File: src/include/swe_pkg.sv
// Purpose : Shared types and constants for the sleep/wake event control block
// Assumes : Single always-on clock at 100 MHz, synchronous active-high reset
// Notes   : Pin inputs are raw pin levels; polarity is resolved inside the block
package swe_pkg;

  // ----------------------------------------------------------------
  // Power states
  // ----------------------------------------------------------------
  typedef enum logic [1:0] {
    SWE_S0 = 2'b00,  // Working
    SWE_S3 = 2'b01,  // Suspend to RAM
    SWE_S4 = 2'b10,  // Suspend to disk
    SWE_S5 = 2'b11   // Soft-off
  } swe_state_t;

  // ----------------------------------------------------------------
  // Wake source bit positions
  // ----------------------------------------------------------------
  localparam int SWE_SRC_W     = 8;
  localparam int SWE_BIT_PBTN  = 0;
  localparam int SWE_BIT_SMBA  = 1;
  localparam int SWE_BIT_PEWK  = 2;
  localparam int SWE_BIT_WDPB  = 3;
  localparam int SWE_BIT_WAKE  = 4;
  localparam int SWE_BIT_LAN   = 5;
  localparam int SWE_BIT_PME   = 6;
  localparam int SWE_BIT_USB   = 7;
  localparam int SWE_BIT_RTC   = 8;
  localparam int SWE_CAUSE_W   = 9;

  // Active-low pins: power button, SMBus alert, link wake, general wake, PME
  localparam logic [SWE_CAUSE_W-1:0] SWE_ACT_LOW_MASK = 9'h057;

  // Reset values
  localparam logic [SWE_CAUSE_W-1:0] SWE_CAUSE_RST = 9'h000;
  localparam logic [1:0]             SWE_SYNC_RST  = 2'h0;

  // Pull-down strap: 1 = tied low, 0 = left open
  localparam logic SWE_STRAP_DEF = 1'b1;

  // Enable settings
  typedef struct packed {
    logic lan_wol_en;   // LAN wake configured in driver
    logic pme_dev_en;   // Per-device wake capability
    logic pme_resume_en;// Resume-on-event setting
    logic usb_wake_en;  // USB device wakeup setting
    logic rtc_alarm_en; // Resume-on-alarm enabled and configured
  } swe_cfg_t;

  // Block state, apart from the strap flops
  typedef struct packed {
    logic [SWE_CAUSE_W-1:0] sync1;
    logic [SWE_CAUSE_W-1:0] sync2;
    logic                   wake_req;
    logic [SWE_CAUSE_W-1:0] cause;
  } swe_regs_t;

endpackage : swe_pkg

File: src/rtl/swe_wake_ctrl.sv
// Purpose : Qualifies wake sources against the current sleep state and enables
// Assumes : sleep_state comes from the power sequencer on clk; pins are async
// Notes   : Request holds until wake_ack; sources are ignored in working state
`timescale 1ns/1ps
module swe_wake_ctrl #(
  parameter logic STRAP_TIED = swe_pkg::SWE_STRAP_DEF
) (
  // Clock and reset
  input  wire logic                             clk,
  input  wire logic                             srst,
  // Power sequencer
  input  wire swe_pkg::swe_state_t              sleep_state,
  input  wire logic                             wake_ack,
  output logic                                  wake_req,
  output logic [swe_pkg::SWE_CAUSE_W-1:0]       wake_cause,
  // Enable settings
  input  wire swe_pkg::swe_cfg_t                cfg,
  // Raw pins (active-low ones carry _n)
  input  wire logic                             pwr_btn_n,
  input  wire logic                             smb_alert_n,
  input  wire logic                             pcie_wake_n,
  input  wire logic                             wdt_pwrbtn,
  input  wire logic                             gen_wake_n,
  input  wire logic                             lan_wake,
  input  wire logic                             pme_n,
  input  wire logic                             usb_wake,
  input  wire logic                             rtc_alarm,
  // Pull-down strap pin
  output logic                                  pull_down_strap_o,
  output logic                                  pull_down_strap_oe
);
  import swe_pkg::*;

  swe_regs_t              r_reg;
  swe_regs_t              r_next;
  logic [SWE_CAUSE_W-1:0] pins;
  logic [SWE_CAUSE_W-1:0] act;
  logic [SWE_CAUSE_W-1:0] qual;
  logic                   strap_oe_reg;
  logic                   strap_o_reg;

  // ----------------------------------------------------------------
  // Pin gathering and polarity
  // ----------------------------------------------------------------
  // Map pins into cause bit order
  always_comb begin
    pins               = '0;
    pins[SWE_BIT_PBTN] = pwr_btn_n;
    pins[SWE_BIT_SMBA] = smb_alert_n;
    pins[SWE_BIT_PEWK] = pcie_wake_n;
    pins[SWE_BIT_WDPB] = wdt_pwrbtn;
    pins[SWE_BIT_WAKE] = gen_wake_n;
    pins[SWE_BIT_LAN]  = lan_wake;
    pins[SWE_BIT_PME]  = pme_n;
    pins[SWE_BIT_USB]  = usb_wake;
    pins[SWE_BIT_RTC]  = rtc_alarm;
  end

  // Invert only after the second synchroniser stage
  assign act = r_reg.sync2 ^ SWE_ACT_LOW_MASK;

  // ----------------------------------------------------------------
  // Qualification per source
  // ----------------------------------------------------------------
  // Each sleep state decoded separately so S3/S4/S5 gate differently
  always_comb begin
    logic in_s3;
    logic in_s4;
    logic in_s5;
    logic asleep;
    in_s3  = (sleep_state == SWE_S3);
    in_s4  = (sleep_state == SWE_S4);
    in_s5  = (sleep_state == SWE_S5);
    asleep = in_s3 | in_s4 | in_s5;
    qual               = '0;
    qual[SWE_BIT_PBTN] = asleep & act[SWE_BIT_PBTN];
    qual[SWE_BIT_SMBA] = asleep & act[SWE_BIT_SMBA];
    qual[SWE_BIT_PEWK] = asleep & act[SWE_BIT_PEWK];
    qual[SWE_BIT_WDPB] = asleep & act[SWE_BIT_WDPB];
    qual[SWE_BIT_WAKE] = in_s3 & act[SWE_BIT_WAKE];
    qual[SWE_BIT_LAN]  = asleep & cfg.lan_wol_en & act[SWE_BIT_LAN];
    qual[SWE_BIT_PME]  = asleep & (cfg.pme_dev_en | cfg.pme_resume_en) & act[SWE_BIT_PME];
    // Standby power to USB in S3 is the board's job; we only gate the event
    qual[SWE_BIT_USB]  = (in_s3 | in_s4) & cfg.usb_wake_en & act[SWE_BIT_USB];
    qual[SWE_BIT_RTC]  = in_s5 & cfg.rtc_alarm_en & act[SWE_BIT_RTC];
  end

  // ----------------------------------------------------------------
  // Next state
  // ----------------------------------------------------------------
  // New causes win over the acknowledge so no event is lost in that cycle
  // A held source keeps re-requesting, so ack only clears what has gone quiet
  always_comb begin
    r_next       = r_reg;
    r_next.sync1 = pins;
    r_next.sync2 = r_reg.sync1;
    if (wake_ack) begin
      r_next.cause    = qual;
      r_next.wake_req = |qual;
    end else begin
      r_next.cause    = r_reg.cause | qual;
      r_next.wake_req = r_reg.wake_req | (|qual);
    end
  end

  // State register; synchronisers reset to idle pin levels
  always_ff @(posedge clk) begin
    if (srst) begin
      r_reg.sync1    <= SWE_ACT_LOW_MASK;
      r_reg.sync2    <= SWE_ACT_LOW_MASK;
      r_reg.wake_req <= 1'b0;
      r_reg.cause    <= SWE_CAUSE_RST;
      strap_oe_reg   <= 1'b0;
      strap_o_reg    <= 1'b0;
    end else begin
      r_reg        <= r_next;
      strap_oe_reg <= STRAP_TIED;
      strap_o_reg  <= 1'b0;
    end
  end

  // ----------------------------------------------------------------
  // Outputs
  // ----------------------------------------------------------------
  assign wake_req           = r_reg.wake_req;
  assign wake_cause         = r_reg.cause;
  // Strap never drives high: either pulled to ground or released
  // Registered so the pin output comes straight from a flop like the others
  assign pull_down_strap_o  = strap_o_reg;
  assign pull_down_strap_oe = strap_oe_reg;

  // ----------------------------------------------------------------
  // Assertions
  // ----------------------------------------------------------------
  // Qualification: each source against sleep state and enables
  AST_IGNORE_S0: assert property (@(posedge clk) disable iff (srst)
    (sleep_state == SWE_S0) |-> (qual == '0))
    else $error("wake qualified in working state");
  AST_UNCOND: assert property (@(posedge clk) disable iff (srst)
    (sleep_state != SWE_S0) |-> (qual[SWE_BIT_WDPB:SWE_BIT_PBTN] == act[SWE_BIT_WDPB:SWE_BIT_PBTN]))
    else $error("unconditional source not qualified");
  AST_GEN_S3: assert property (@(posedge clk) disable iff (srst)
    (sleep_state == SWE_S3 && act[SWE_BIT_WAKE]) |-> qual[SWE_BIT_WAKE])
    else $error("general wake refused in S3");
  AST_LAN_POS: assert property (@(posedge clk) disable iff (srst)
    (sleep_state != SWE_S0 && cfg.lan_wol_en && act[SWE_BIT_LAN]) |-> qual[SWE_BIT_LAN])
    else $error("enabled LAN wake refused");
  AST_PME_POS: assert property (@(posedge clk) disable iff (srst)
    (sleep_state != SWE_S0 && (cfg.pme_dev_en || cfg.pme_resume_en) && act[SWE_BIT_PME]) |-> qual[SWE_BIT_PME])
    else $error("enabled PME wake refused");
  AST_USB_POS: assert property (@(posedge clk) disable iff (srst)
    ((sleep_state == SWE_S3 || sleep_state == SWE_S4) && cfg.usb_wake_en && act[SWE_BIT_USB]) |-> qual[SWE_BIT_USB])
    else $error("enabled USB wake refused");
  AST_RTC_POS: assert property (@(posedge clk) disable iff (srst)
    (sleep_state == SWE_S5 && cfg.rtc_alarm_en && act[SWE_BIT_RTC]) |-> qual[SWE_BIT_RTC])
    else $error("enabled RTC wake refused in S5");
  AST_PBTN_WAKES: assert property (@(posedge clk) disable iff (srst)
    (sleep_state != SWE_S0 && act[SWE_BIT_PBTN]) |=> (wake_req && wake_cause[SWE_BIT_PBTN]))
    else $error("power button did not raise wake");
  AST_WAKE_S3_ONLY: assert property (@(posedge clk) disable iff (srst)
    qual[SWE_BIT_WAKE] |-> (sleep_state == SWE_S3))
    else $error("general wake used outside S3");
  AST_LAN_EN: assert property (@(posedge clk) disable iff (srst)
    qual[SWE_BIT_LAN] |-> cfg.lan_wol_en)
    else $error("LAN wake without enable");
  AST_PME_EN: assert property (@(posedge clk) disable iff (srst)
    qual[SWE_BIT_PME] |-> (cfg.pme_dev_en || cfg.pme_resume_en))
    else $error("PME wake without enable");
  AST_USB_GATE: assert property (@(posedge clk) disable iff (srst)
    qual[SWE_BIT_USB] |-> (cfg.usb_wake_en && (sleep_state == SWE_S3 || sleep_state == SWE_S4)))
    else $error("USB wake not qualified");
  AST_RTC_S5: assert property (@(posedge clk) disable iff (srst)
    qual[SWE_BIT_RTC] |-> (cfg.rtc_alarm_en && sleep_state == SWE_S5))
    else $error("RTC wake not qualified");

  // ----------------------------------------------------------------
  // Latch, handshake, polarity and strap checks
  // ----------------------------------------------------------------
  AST_HOLD: assert property (@(posedge clk) disable iff (srst)
    (wake_req && !wake_ack) |=> wake_req)
    else $error("wake request dropped before ack");
  AST_CAUSE_STICKY: assert property (@(posedge clk) disable iff (srst)
    !wake_ack |=> ((wake_cause & $past(wake_cause)) == $past(wake_cause)))
    else $error("cause bit lost without ack");
  AST_ACK_CLEAR: assert property (@(posedge clk) disable iff (srst)
    (wake_ack && qual == '0) |=> (!wake_req && wake_cause == '0))
    else $error("ack did not clear quiet causes");
  AST_SET_WINS: assert property (@(posedge clk) disable iff (srst)
    (wake_ack && qual != '0) |=> (wake_req && wake_cause == $past(qual)))
    else $error("active cause lost on ack edge");
  // Pin reaches qual two edges after it is sampled; skip edges fed by reset values
  AST_POLARITY: assert property (@(posedge clk) disable iff (srst)
    (!$past(srst, 1) && !$past(srst, 2) && !$past(pwr_btn_n, 2) && sleep_state != SWE_S0) |-> qual[SWE_BIT_PBTN])
    else $error("active-low pin not honoured");
  AST_POLARITY_HIGH: assert property (@(posedge clk) disable iff (srst)
    (!$past(srst, 1) && !$past(srst, 2) && $past(wdt_pwrbtn, 2) && sleep_state != SWE_S0) |-> qual[SWE_BIT_WDPB])
    else $error("active-high pin not honoured");
  AST_STRAP: assert property (@(posedge clk) disable iff (srst)
    !pull_down_strap_o)
    else $error("strap driven high");
  AST_STRAP_OE: assert property (@(posedge clk) disable iff (srst)
    !$past(srst) |-> (pull_down_strap_oe == STRAP_TIED))
    else $error("strap enable differs from tie setting");

  // Main scenarios: S3 general wake, S5 alarm, USB, ack clear, relatch on ack
  COV_S3_WAKE: cover property (@(posedge clk) disable iff (srst) qual[SWE_BIT_WAKE]);
  COV_S5_RTC:  cover property (@(posedge clk) disable iff (srst) qual[SWE_BIT_RTC]);
  COV_USB:     cover property (@(posedge clk) disable iff (srst) qual[SWE_BIT_USB]);
  COV_ACK:     cover property (@(posedge clk) disable iff (srst) wake_req ##1 wake_ack ##1 !wake_req);
  COV_RELATCH: cover property (@(posedge clk) disable iff (srst) wake_ack && (qual != '0));

endmodule : swe_wake_ctrl

File: config.mk
export PLATFORM = sky130hd
export DESIGN_NAME = swe_wake_ctrl
export DESIGN_NICKNAME = d
export VERILOG_FILES = /design/src/include/swe_pkg.sv /design/src/rtl/swe_wake_ctrl.sv
export SDC_FILE = /design/constraint.sdc
export NUM_CORES = 1
export LEC_CHECK = 0
export BUFFER_PORTS_ARGS = -buffer_cell sky130_fd_sc_hd__buf_4
export CAP_MARGIN = 20
export CORE_MARGIN = 1.5
export CORE_UTILIZATION = 40
export CTS_BUF_LIST = sky130_fd_sc_hd__clkbuf_8
export DETAILED_ROUTE_END_ITERATION = 12
export GPL_ROUTABILITY_DRIVEN = 0
export PLACE_DENSITY = 0.64
export RECOVER_POWER = 25
export SYNTH_ARGS = -nofsm -noshare
export SYNTH_HDL_FRONTEND = slang
export SYNTH_SLANG_ARGS = --single-unit
export TNS_END_PERCENT = 50
File: constraint.sdc
create_clock -name clk -period 1.1 [get_ports clk]
set_input_delay 0.055 -clock clk [delete_from_list [all_inputs] [get_ports clk]]
set_output_delay 0.055 -clock clk [all_outputs]
set_load 0.02 [all_outputs]
-- Word-level counts from Yosys, hierarchy flattened
Index checks and enable logic that the tools add are counted.
- input port bits: 19
- bits in registers: 29
- equality and inequality tests: 3
- muxes and demuxes: 2
- bitwise gates (word level): 19
- reductions and logical operators: 1
- operator list (cell ; count):
    $and A1 B1 Y1 ; 13
    $mux W10 ; 1
    $or A9 B9 Y9 ; 1
    $reduce_or A9 Y1 ; 1
    $not A5 Y5 ; 1
    $eq A2 B2 Y1 const B ; 2
    $or A1 B1 Y1 ; 4
    $eq A2 B1 Y1 const B ; 1
    $mux W1 ; 1

-- Logic depth before layout (Yosys ltp)
Gate-level depths: netlist (run 1).
- depth after elaboration: 8
- mapped depth: 5
- gate-level depth less buffers: 5

-- Worst setup path after synthesis (run 1)
Ideal clock, no wire load.
- path kind: reg-to-reg
- start: reg, netlist name wake_req
- end: reg, netlist name wake_req
- arrival time: 945 ps
- cell stages (with the launch flop): 4
- setup time: 139 ps
- slack: 15 ps
- path buffers: 0
- path through: dfxtp_1 nor2b_1 a2111oi_4 a41oi_1
- word-level cells in the longest chain between the ends: 2
- RTL lines (what ; RTL line ; text):
    $or A1 B1 Y1 ; swe_wake_ctrl.sv:102 ; r_next.wake_req = r_reg.wake_req | (|qual);
    $mux W10 ; swe_wake_ctrl.sv:97 ; if (wake_ack) begin
No other way between the ends.
A chain may end at the register's enable or synchronous reset.

-- Worst setup path after layout (run 1)
- start: reg, netlist name wake_req
- end: reg, netlist name wake_req
- word-level cells in the longest chain between the ends: 2
- RTL lines (what ; RTL line):
    $or A1 B1 Y1 ; swe_wake_ctrl.sv:102
    $mux W10 ; swe_wake_ctrl.sv:97
No other way between the ends.

==> results of run 1 <==
==> final timing paths <==
kind | from | to
hold reg to reg | r_next[10]$_SDFF_PP1_ | r_reg[10]$_SDFF_PP1_
setup / recovery | wake_req$_SDFF_PP0_ | wake_req$_SDFF_PP0_
setup reg to reg | wake_req$_SDFF_PP0_ | wake_req$_SDFF_PP0_
hold / removal | cfg[4] | wake_cause[5]$_SDFF_PP0_
==> through the flow <==
step | hold WS [ns] | power (mW) | utilization | std cells
after floorplan | 0.152 | 1.25 | - | 101
after global placement | 0.233 | 1.33 | 0.496 | 150
after detailed placement | 0.239 | 1.33 | 0.496 | 150
after CTS | 0.0726 | 2.64 | 0.586 | 167
after global routing | 0.126 | 2.73 | 0.586 | 167
final | 0.103 | 2.61 | 0.586 | 167
==> cell usage in the layout, fill, tap and decap left out, drive strengths merged <==
| cell | n |
|---|---|
| dfxtp | 29 |
| conb | 1 |
| a22oi | 1 |
| inv | 5 |
| ha | 3 |
| or3 | 1 |
| a2111oi | 1 |
| nand3 | 2 |
| clkinv | 1 |
| or2 | 10 |
| a21oi | 8 |
| dlygate4sd3 | 9 |
| bufinv | 2 |
| a41oi | 1 |
| nor2b | 10 |
| nor2 | 9 |
| clkbuf | 6 |
| buf | 31 |
| nand3b | 2 |
| nand2 | 4 |
| o31a | 1 |
==> metal layers <==
metal	wire length (um)	vias to the layer above	share of wire	global-route usage
li1	-	380	-	-
met1	707	308	0.42	0.141
met2	786	32	0.47	0.226
met3	151	5	0.090	0.0750
met4	31	0	0.018	0.0750
met5	0	-	0	0
==> area by class of cell <==
| class | instances | area [sq um] |
|---|---|---|
| repair buffers | 41 | 328 |
| fillers | 229 | 1030 |
| well taps | 30 | 37.5 |
| multi-input cells | 54 | 352 |
| inverters | 5 | 18.8 |
| clock buffers | 5 | 68.8 |
| flip-flops and latches | 29 | 582 |
| clock inverters | 3 | 65.1 |
==> kinds of logic after synthesis <==
logic type,after synthesis,synth area share
flip-flops,29,0.558
AO/OA/AOI/OAI,12,0.0891
other,1,0.00361
AND/OR/NAND/NOR,38,0.209
adder cells (fa/ha/maj),3,0.0361
buffers and inverters,18,0.103
==> worst max-delay path: cells and delay by family, from the launching register on <==
family	cells	cell delay (ns)
DFF	1	0.31
and+or+nand+nor	1	0.15
AOI/OAI and AO/OA	2	0.46
==> what timing repair did <==
action                     CTS  global route
setup endpoints to repair    0             1
hold endpoints to repair     9             0
setup buffers                0             0
resized for setup            0             1
hold buffers                 9             0
==> power by group <==
group	internal [mW]	switching (mW)	total (mW)
clock	0.898	0.379	1.28
sequential	1.10	0.0156	1.11
combinational	0.129	0.0903	0.219
==> flow_summary.yaml, run 1 <==
status:
  status: "finished, final reports clean"
synth:
  synthCells: 101
  netlist_area_sq_um: 1040
  synth-seq-area-share: 0.558
  ys_ff_latch: 29
  synth_area_per_cell_sq_um: 10.3
  synth_area_leaders: "dfxtp_1 56%, buf_4 7.2%, nor2b_1 6.0%, a21oi_1 3.9%, ha_1 3.6%"
  synth-main-ff-cell: "dfxtp_1"
  synth_top_area_frac: 0.558
  ys_async_sr_fraction: 0
  syn-num-nets: 123
  synth.most_common_cell: "dfxtp_1"
  ys_types: 22
  synth_top_area_cell: "dfxtp_1"
  synth_edf_count: 0
  synth_common_cells: "29 x dfxtp_1, 10 x buf_4, 10 x nor2b_1"
  yosys_warnings: 0
critical_path:
  slowest_stage: "a2111oi_4"
  arrival_ns: 1.18
  crit_path_max_fanout: 2
  worstRegToRegCells: 3
  start_kind: "flip-flop"
  max_stage_delay_ns: 0.32
  crit_chain: "nor2b_1 > a2111oi_4 > a41oi_1"
  path_class: "reg2reg"
  worst-r2r-setup-slack_ns: 0.05
  cp-end-kind: "flip-flop"
  cp.required_ns: 1.24
pwr:
  powerDensity_nw_per_um2: 1800
  total_leakage_power_nw: 0.650
  peakVddDrop_mv: 1.19
drt:
  drt-total-wl_um: 1680
  route.vias.total: 725
  firstDrtPassIters: 4
  ant_nets: 0
  drt-initial-drc-count: 8
  vias_per_cell: 4.34
  drt-wirelength-per-cell_um: 10.0
  drc: 0
placement:
  placed_area_sq_um: 1230
  place_ws_ns: -0.0812
  portBuffers: 29
  dp_hpwl_um: 1120
worst_hold_path:
  whs_path_depth: 3
  hold_class: "in2reg"
cts:
  insertion_delay_ns: 0.27
  cts_buffer_depth: 2
  cts_tree: "built"
  cts_sinks: 29
  cts_htree_levels: 2
  clkTransAtPathRegs_ns: 0.06
  cts_buffers: 5
  ctsRootBufferMaster: "clkbuf_8"
sta:
  fin_worst_skew_ns: 0.00233
  setup_viol: 0
  tns_ns: 0
  worst_pin_slew_ns: 0.508
  fin_ws_ns: 0.0524
  min_period_ns: 1.05
  slew_headroom: 0.662
  hold_viol: 0
  post-route-period-util: 0.952
  max_freq_ghz: 0.955
  drv_slew: 0
  rsz0062_at_grt: "false"
cells_and_area:
  drive_gt1_frac: 0.350
  syn_to_final_growth_pct: 39.6
  nNetsFinal: 158
  n_antenna_cell: 0
  post-route-cell-area_sq_um: 1450
grt:
  grt-ovfl-total: 0
  grt_pass1_vias: 654
  grt_pass1_wl_um: 2680
  grtUsageTotal: 0.138
  grt_antenna_before_repair: 0
  grt_max_degree: 30
floorplanning:
  start_util: 0.420
  core_area_sq_um: 2480
  rows: 18
  fp.dieH_um: 54.0
  die_w_um: 54.0
  ioPinCount: 31
  die-area_sq_um: 2910
run:
  max-cap-violations: 0
(Power assumes the default switching activity.)
==> run 2: changes to the inputs <==
--- a/config.mk
+++ b/config.mk
@@ -7,12 +7,13 @@
 export LEC_CHECK = 0
 export BUFFER_PORTS_ARGS = -buffer_cell sky130_fd_sc_hd__buf_4
 export CAP_MARGIN = 20
+export CORE_ASPECT_RATIO = 0.6
 export CORE_MARGIN = 1.5
 export CORE_UTILIZATION = 40
 export CTS_BUF_LIST = sky130_fd_sc_hd__clkbuf_8
 export DETAILED_ROUTE_END_ITERATION = 12
 export GPL_ROUTABILITY_DRIVEN = 0
-export PLACE_DENSITY = 0.64
+export PLACE_DENSITY = 0.62
 export RECOVER_POWER = 25
 export SYNTH_ARGS = -nofsm -noshare
 export SYNTH_HDL_FRONTEND = slang
==> constraint.sdc (replaced) <==
create_clock -name clk -period 1.3 [get_ports clk]
set_input_delay 0.065 -clock clk [delete_from_list [all_inputs] [get_ports clk]]
set_output_delay 0.065 -clock clk [all_outputs]
set_load 0.02 [all_outputs]
==> flow_summary.yaml, run 2 (synthesis gave the netlist of run 1 again) <==
sta:
  tns_ns: 0
  setup_viol: 0
  min_period_ns: 1.14
  worst_pin_slew_ns: 1.11
  hold_ws_ns: 0.00659
  rsz0062_at_grt: "false"
  post-route-period-util: 0.878
  drv_slew: 0
  slew_headroom: 0.258
  max_freq_ghz: 0.876
  fin_worst_skew_ns: 0.00382
  hold_viol: 0
floorplanning:
  core_area_sq_um: 2490
  start_util: 0.418
  rows: 14
  fp.dieH_um: 42.5
  ioPinCount: 31
  die_w_um: 68.8
  die-area_sq_um: 2920
drt:
  drc: 0
  ant_nets: 0
  drt-total-wl_um: 1630
  drt-wirelength-per-cell_um: 10.1
  route.vias.total: 686
  vias_per_cell: 4.26
  firstDrtPassIters: 4
  drt-initial-drc-count: 15
grt:
  grt_pass1_wl_um: 2640
  grt-ovfl-total: 0
  grt_antenna_before_repair: 0
  grt_max_degree: 30
  grt_pass1_vias: 613
  grtUsageTotal: 0.129
critical_path:
  max_stage_delay_ns: 0.39
  slowest_stage: "dfxtp_1"
  worst-r2r-setup-slack_ns: 0.16
  arrival_ns: 1.23
  cp.required_ns: 1.39
  crit_path_max_fanout: 2
  crit_chain: "nand3b_4 > a2111oi_4 > a41oi_1"
  cp-end-kind: "flip-flop"
  path_class: "reg2reg"
  start_kind: "flip-flop"
cts:
  clkTransAtPathRegs_ns: 0.06
  cts_sinks: 29
  ctsResizeCount: 0
  cts_tree: "built"
  cts_htree_levels: 2
  cts_buffer_depth: 2
  insertion_delay_ns: 0.27
  cts_buffers: 5
  ctsRootBufferMaster: "clkbuf_8"
cells_and_area:
  n_antenna_cell: 0
  fin_cells: 161
  drive_gt1_frac: 0.318
  nNetsFinal: 151
  syn_to_final_growth_pct: 29.0
  multiInputGateArea_sq_um: 352
  layout_commonest_cell: "dfxtp_1"
  fillerInstances: 249
  seqCellArea_sq_um: 581
  post-route-cell-area_sq_um: 1340
  final_cell_mix: "29 x dfxtp_1, 28 x buf_4, 10 x nor2b_1, 9 x nor2_1, 8 x a21oi_1"
placement:
  portBuffers: 29
  dp_hpwl_um: 1140
  placed_area_sq_um: 1210
  dp_cells: 149
run:
  max-cap-violations: 0
pwr:
  p_sw_frac: 0.211
  total_leakage_power_nw: 0.595
  p_int_mw: 1.44
  clkPwrFrac: 0.388
  finalPower_mw: 1.82
  p_switching_mw: 0.383
  combPwrFrac: 0.094
  peakVddDrop_mv: 0.848
  powerDensity_nw_per_um2: 1360
  p_seq_frac: 0.518
worst_hold_path:
  hold_class: "in2reg"
status:
  status: "finished, final reports clean"
## run 2: cell types whose count changed in the layout (fill, tap and decap cells not counted), sizes merged
cell,delta
dlygate4sd3,-4
buf,-3
bufinv,-2
clkbuf,+1
clkinv,-1
inv,+1
## run 2: timing repair
item                                    in CTS  in global routing
hold buffers                                 5                  0
endpoints found under the hold margin        5                  0
endpoints found under the setup margin       0                  0
setup buffers                                0                  0
## run 2: worst max-delay path, delay by kind of cell, from the launching register on
family	cells	cell delay, ns
and+or+nand+nor	1	0.10
AOI/OAI and AO/OA	2	0.48
DFF	1	0.39
## run 2: final cells by class
type,instances,share of cell area
Inverter,5,0.0140
Timing Repair Buffer,34,0.197
Sequential cell,29,0.433
Clock inverter,1,0.00280
Tap cell,32,0.0299
Multi-Input combinational cell,54,0.262
Clock buffer,6,0.0616
## run 2: final timing paths
check                        start  cells after the start               endpoint
max           r_reg[10]$_SDFF_PP1_                      3    wake_req$_SDFF_PP0_
max reg2reg   r_reg[10]$_SDFF_PP1_                      3    wake_req$_SDFF_PP0_
min                       usb_wake                      2  r_next[17]$_SDFF_PP0_
min reg2reg  r_next[12]$_SDFF_PP1_                      1   r_reg[12]$_SDFF_PP1_
## run 2: metrics by stage
step / setup WS (ns) / utilization
floorplan: 0.215 / -
global placement: 0.132 / 0.486
finish: 0.158 / 0.539
global route: 0.0758 / 0.539
detailed placement: 0.0450 / 0.486
CTS: 0.187 / 0.541
## run 2: layer usage
| metal | up-vias | wire [um] | GRT usage |
|---|---|---|---|
| met2 | 22 | 693 | 0.183 |
| met3 | 2 | 132 | 0.0726 |
| met1 | 299 | 798 | 0.159 |
| met4 | 0 | 8 | 0.0588 |
| li1 | 363 | - | - |
| met5 | - | 0 | 0 |
## run 2: power groups by stage
| stage | combinational (mW) | clock [mW] | sequential, mW |
|---|---|---|---|
| floorplan | 0.0973 | 0 | 0.963 |
| global placement | 0.157 | 0 | 0.960 |
| detailed placement | 0.162 | 0 | 0.960 |
| CTS | 0.174 | 0.726 | 0.941 |
| global route | 0.188 | 0.777 | 0.944 |
| finish | 0.171 | 0.707 | 0.941 |
==> run 3: changes to the inputs <==
--- a/config.mk
+++ b/config.mk
@@ -7,14 +7,14 @@
 export LEC_CHECK = 0
 export BUFFER_PORTS_ARGS = -buffer_cell sky130_fd_sc_hd__buf_4
 export CAP_MARGIN = 20
-export CORE_ASPECT_RATIO = 0.6
 export CORE_MARGIN = 1.5
-export CORE_UTILIZATION = 40
+export CORE_UTILIZATION = 56
 export CTS_BUF_LIST = sky130_fd_sc_hd__clkbuf_8
 export DETAILED_ROUTE_END_ITERATION = 12
 export GPL_ROUTABILITY_DRIVEN = 0
-export PLACE_DENSITY = 0.62
+export PLACE_DENSITY = 0.83
 export RECOVER_POWER = 25
+export SLEW_MARGIN = 20
 export SYNTH_ARGS = -nofsm -noshare
 export SYNTH_HDL_FRONTEND = slang
 export SYNTH_SLANG_ARGS = --single-unit
==> flow_summary.yaml, run 3 (synthesis gave the netlist of run 1 again) <==
status:
  status: "finished, final reports clean"
drt:
  ant_nets: 0
  drt-wirelength-per-cell_um: 11.3
  vias_per_cell: 4.68
  drt-initial-drc-count: 21
  drt-total-wl_um: 1780
  drc: 0
  firstDrtPassIters: 4
  route.vias.total: 740
critical_path:
  worst-r2r-setup-slack_ns: 0.13
  crit_chain: "nand3b_4 > a2111oi_4 > a41oi_1"
  arrival_ns: 1.27
  crit_family: "compound AO/OA/AOI/OAI gates"
  slowest_stage: "dfxtp_1"
  timing.rr.start: "r_reg[10]$_SDFF_PP1_"
  path_buf_inv: 0
  cp.required_ns: 1.39
  start_kind: "flip-flop"
  worstRegToRegCells: 3
  max_stage_delay_ns: 0.38
  cp-end-kind: "flip-flop"
  r2r-end: "wake_req$_SDFF_PP0_"
  crit_path_max_fanout: 2
  path_class: "reg2reg"
sta:
  worst_pin_slew_ns: 1.09
  setup_viol: 0
  drv_slew: 0
  slew_headroom: 0.270
  tns_ns: 0
  max_freq_ghz: 0.851
  hold_viol: 0
  min_period_ns: 1.17
  fin_worst_skew_ns: 0.00235
  rsz0062_at_grt: "false"
  post-route-period-util: 0.904
floorplanning:
  die_w_um: 46.1
  ioPinCount: 31
  fp.dieH_um: 46.1
  start_util: 0.602
  rows: 15
  die-area_sq_um: 2120
  core_area_sq_um: 1730
worst_hold_path:
  whs_path_depth: 2
  hold_class: "in2reg"
  hold_end: "r_next[15]$_SDFF_PP0_"
  holdCritStartpoint: "lan_wake"
pwr:
  total_leakage_power_nw: 0.613
  combPwrFrac: 0.095
  p_int_mw: 1.51
  p_sw_frac: 0.212
  powerDensity_nw_per_um2: 1390
  p_seq_frac: 0.492
  peakVddDrop_mv: 1.39
  p_switching_mw: 0.405
  clkPwrFrac: 0.413
cells_and_area:
  fin_cells: 158
  nNetsFinal: 154
  final_cell_mix: "29 x dfxtp_1, 28 x buf_4, 10 x nor2b_1, 9 x nor2_1"
  drive_gt1_frac: 0.323
  syn_to_final_growth_pct: 32.5
  multiInputGateArea_sq_um: 352
  fillerInstances: 121
  layout_commonest_cell: "dfxtp_1"
  seqCellArea_sq_um: 581
  n_antenna_cell: 0
cts:
  insertion_delay_ns: 0.27
  cts_htree_levels: 2
  cts_buffers: 5
  cts_sinks: 29
  cts_buffer_depth: 2
  clkTransAtPathRegs_ns: 0.06
  ctsResizeCount: 0
  ctsRootBufferMaster: "clkbuf_8"
  cts_tree: "built"
run:
  max-cap-violations: 0
grt:
  grt_max_degree: 30
  grt_pass1_wl_um: 2640
  grt-ovfl-total: 0
  grt_antenna_before_repair: 0
  grtUsageTotal: 0.192
  grt_pass1_vias: 656
placement:
  dp_hpwl_um: 1140
  dp_cells: 142
  portBuffers: 29
run 3: cell count changes in the layout (fill, tap and decap cells not counted):
cell           delta
clkbuf_8          +1
clkinv_2          +1
inv_1             -1
dlygate4sd3_1     +3
run 3: worst register-to-register path, stage by stage (launching register included):
cell       delay, ns
dfxtp_1         0.38
nand3b_4        0.10
a2111oi_4       0.35
a41oi_1         0.17
run 3: repair_timing:
action / in CTS / in global routing
hold endpoints to repair: 8 / 0
setup endpoints to repair: 0 / 0
hold buffers: 8 / 0
buffers inserted: 0 / 0
run 3: how the worst max path moves through the flow:
stage / depth (start not counted) / slack [ns] / endpoint / startpoint
finish: 3 / 0.13 / wake_req$_SDFF_PP0_ / r_reg[10]$_SDFF_PP1_
global route: 3 / 0.06 / wake_req$_SDFF_PP0_ / r_reg[12]$_SDFF_PP1_
CTS: 3 / 0.19 / wake_req$_SDFF_PP0_ / r_reg[10]$_SDFF_PP1_
detailed placement: 6 / 0.07 / wake_req$_SDFF_PP0_ / sleep_state[1]
global placement: 6 / 0.14 / wake_req$_SDFF_PP0_ / sleep_state[1]
floorplan: 3 / 0.22 / wake_req$_SDFF_PP0_ / wake_req$_SDFF_PP0_
run 3: through the flow:
stage / power, mW / worst slack [ns] / util / area, sq um / hold slack (ns)
5_1_grt: 1.98 / 0.0627 / 0.798 / 1380 / 0.0502
3_5_place_dp: 1.12 / 0.0666 / 0.695 / 1200 / 0.245
6_report: 1.91 / 0.125 / 0.798 / 1380 / 0.0351
4_1_cts: 1.93 / 0.185 / 0.800 / 1380 / 0.0419
3_3_place_gp: 1.11 / 0.144 / 0.695 / 1200 / 0.243
2_1_floorplan: 1.06 / 0.215 / - / 1040 / 0.162
run 3: cell type report:
cell class,instances,share of cell area
clock buffer,7,0.0699
clock inverter,1,0.00363
inverter,5,0.0136
multi-input combinational,54,0.255
sequential,29,0.421
tap,25,0.0227
timing repair buffer,37,0.213
run 3: power groups by stage:
stage	Sequential, mW	Clock [mW]	Combinational [mW]
6_report	0.941	0.791	0.181
5_1_grt	0.945	0.838	0.198
4_1_cts	0.942	0.804	0.182
3_5_place_dp	0.961	0	0.161
3_3_place_gp	0.958	0	0.156
2_1_floorplan	0.963	0	0.0973
run 3: per-layer routing:
metal  part of all wire  up-vias  global-route usage
li1                   -      371                   -
met4              0.016        0              0.0971
met2               0.52       34               0.347
met1               0.39      333               0.171
met3              0.071        2              0.0980
met5                  0        -                   0
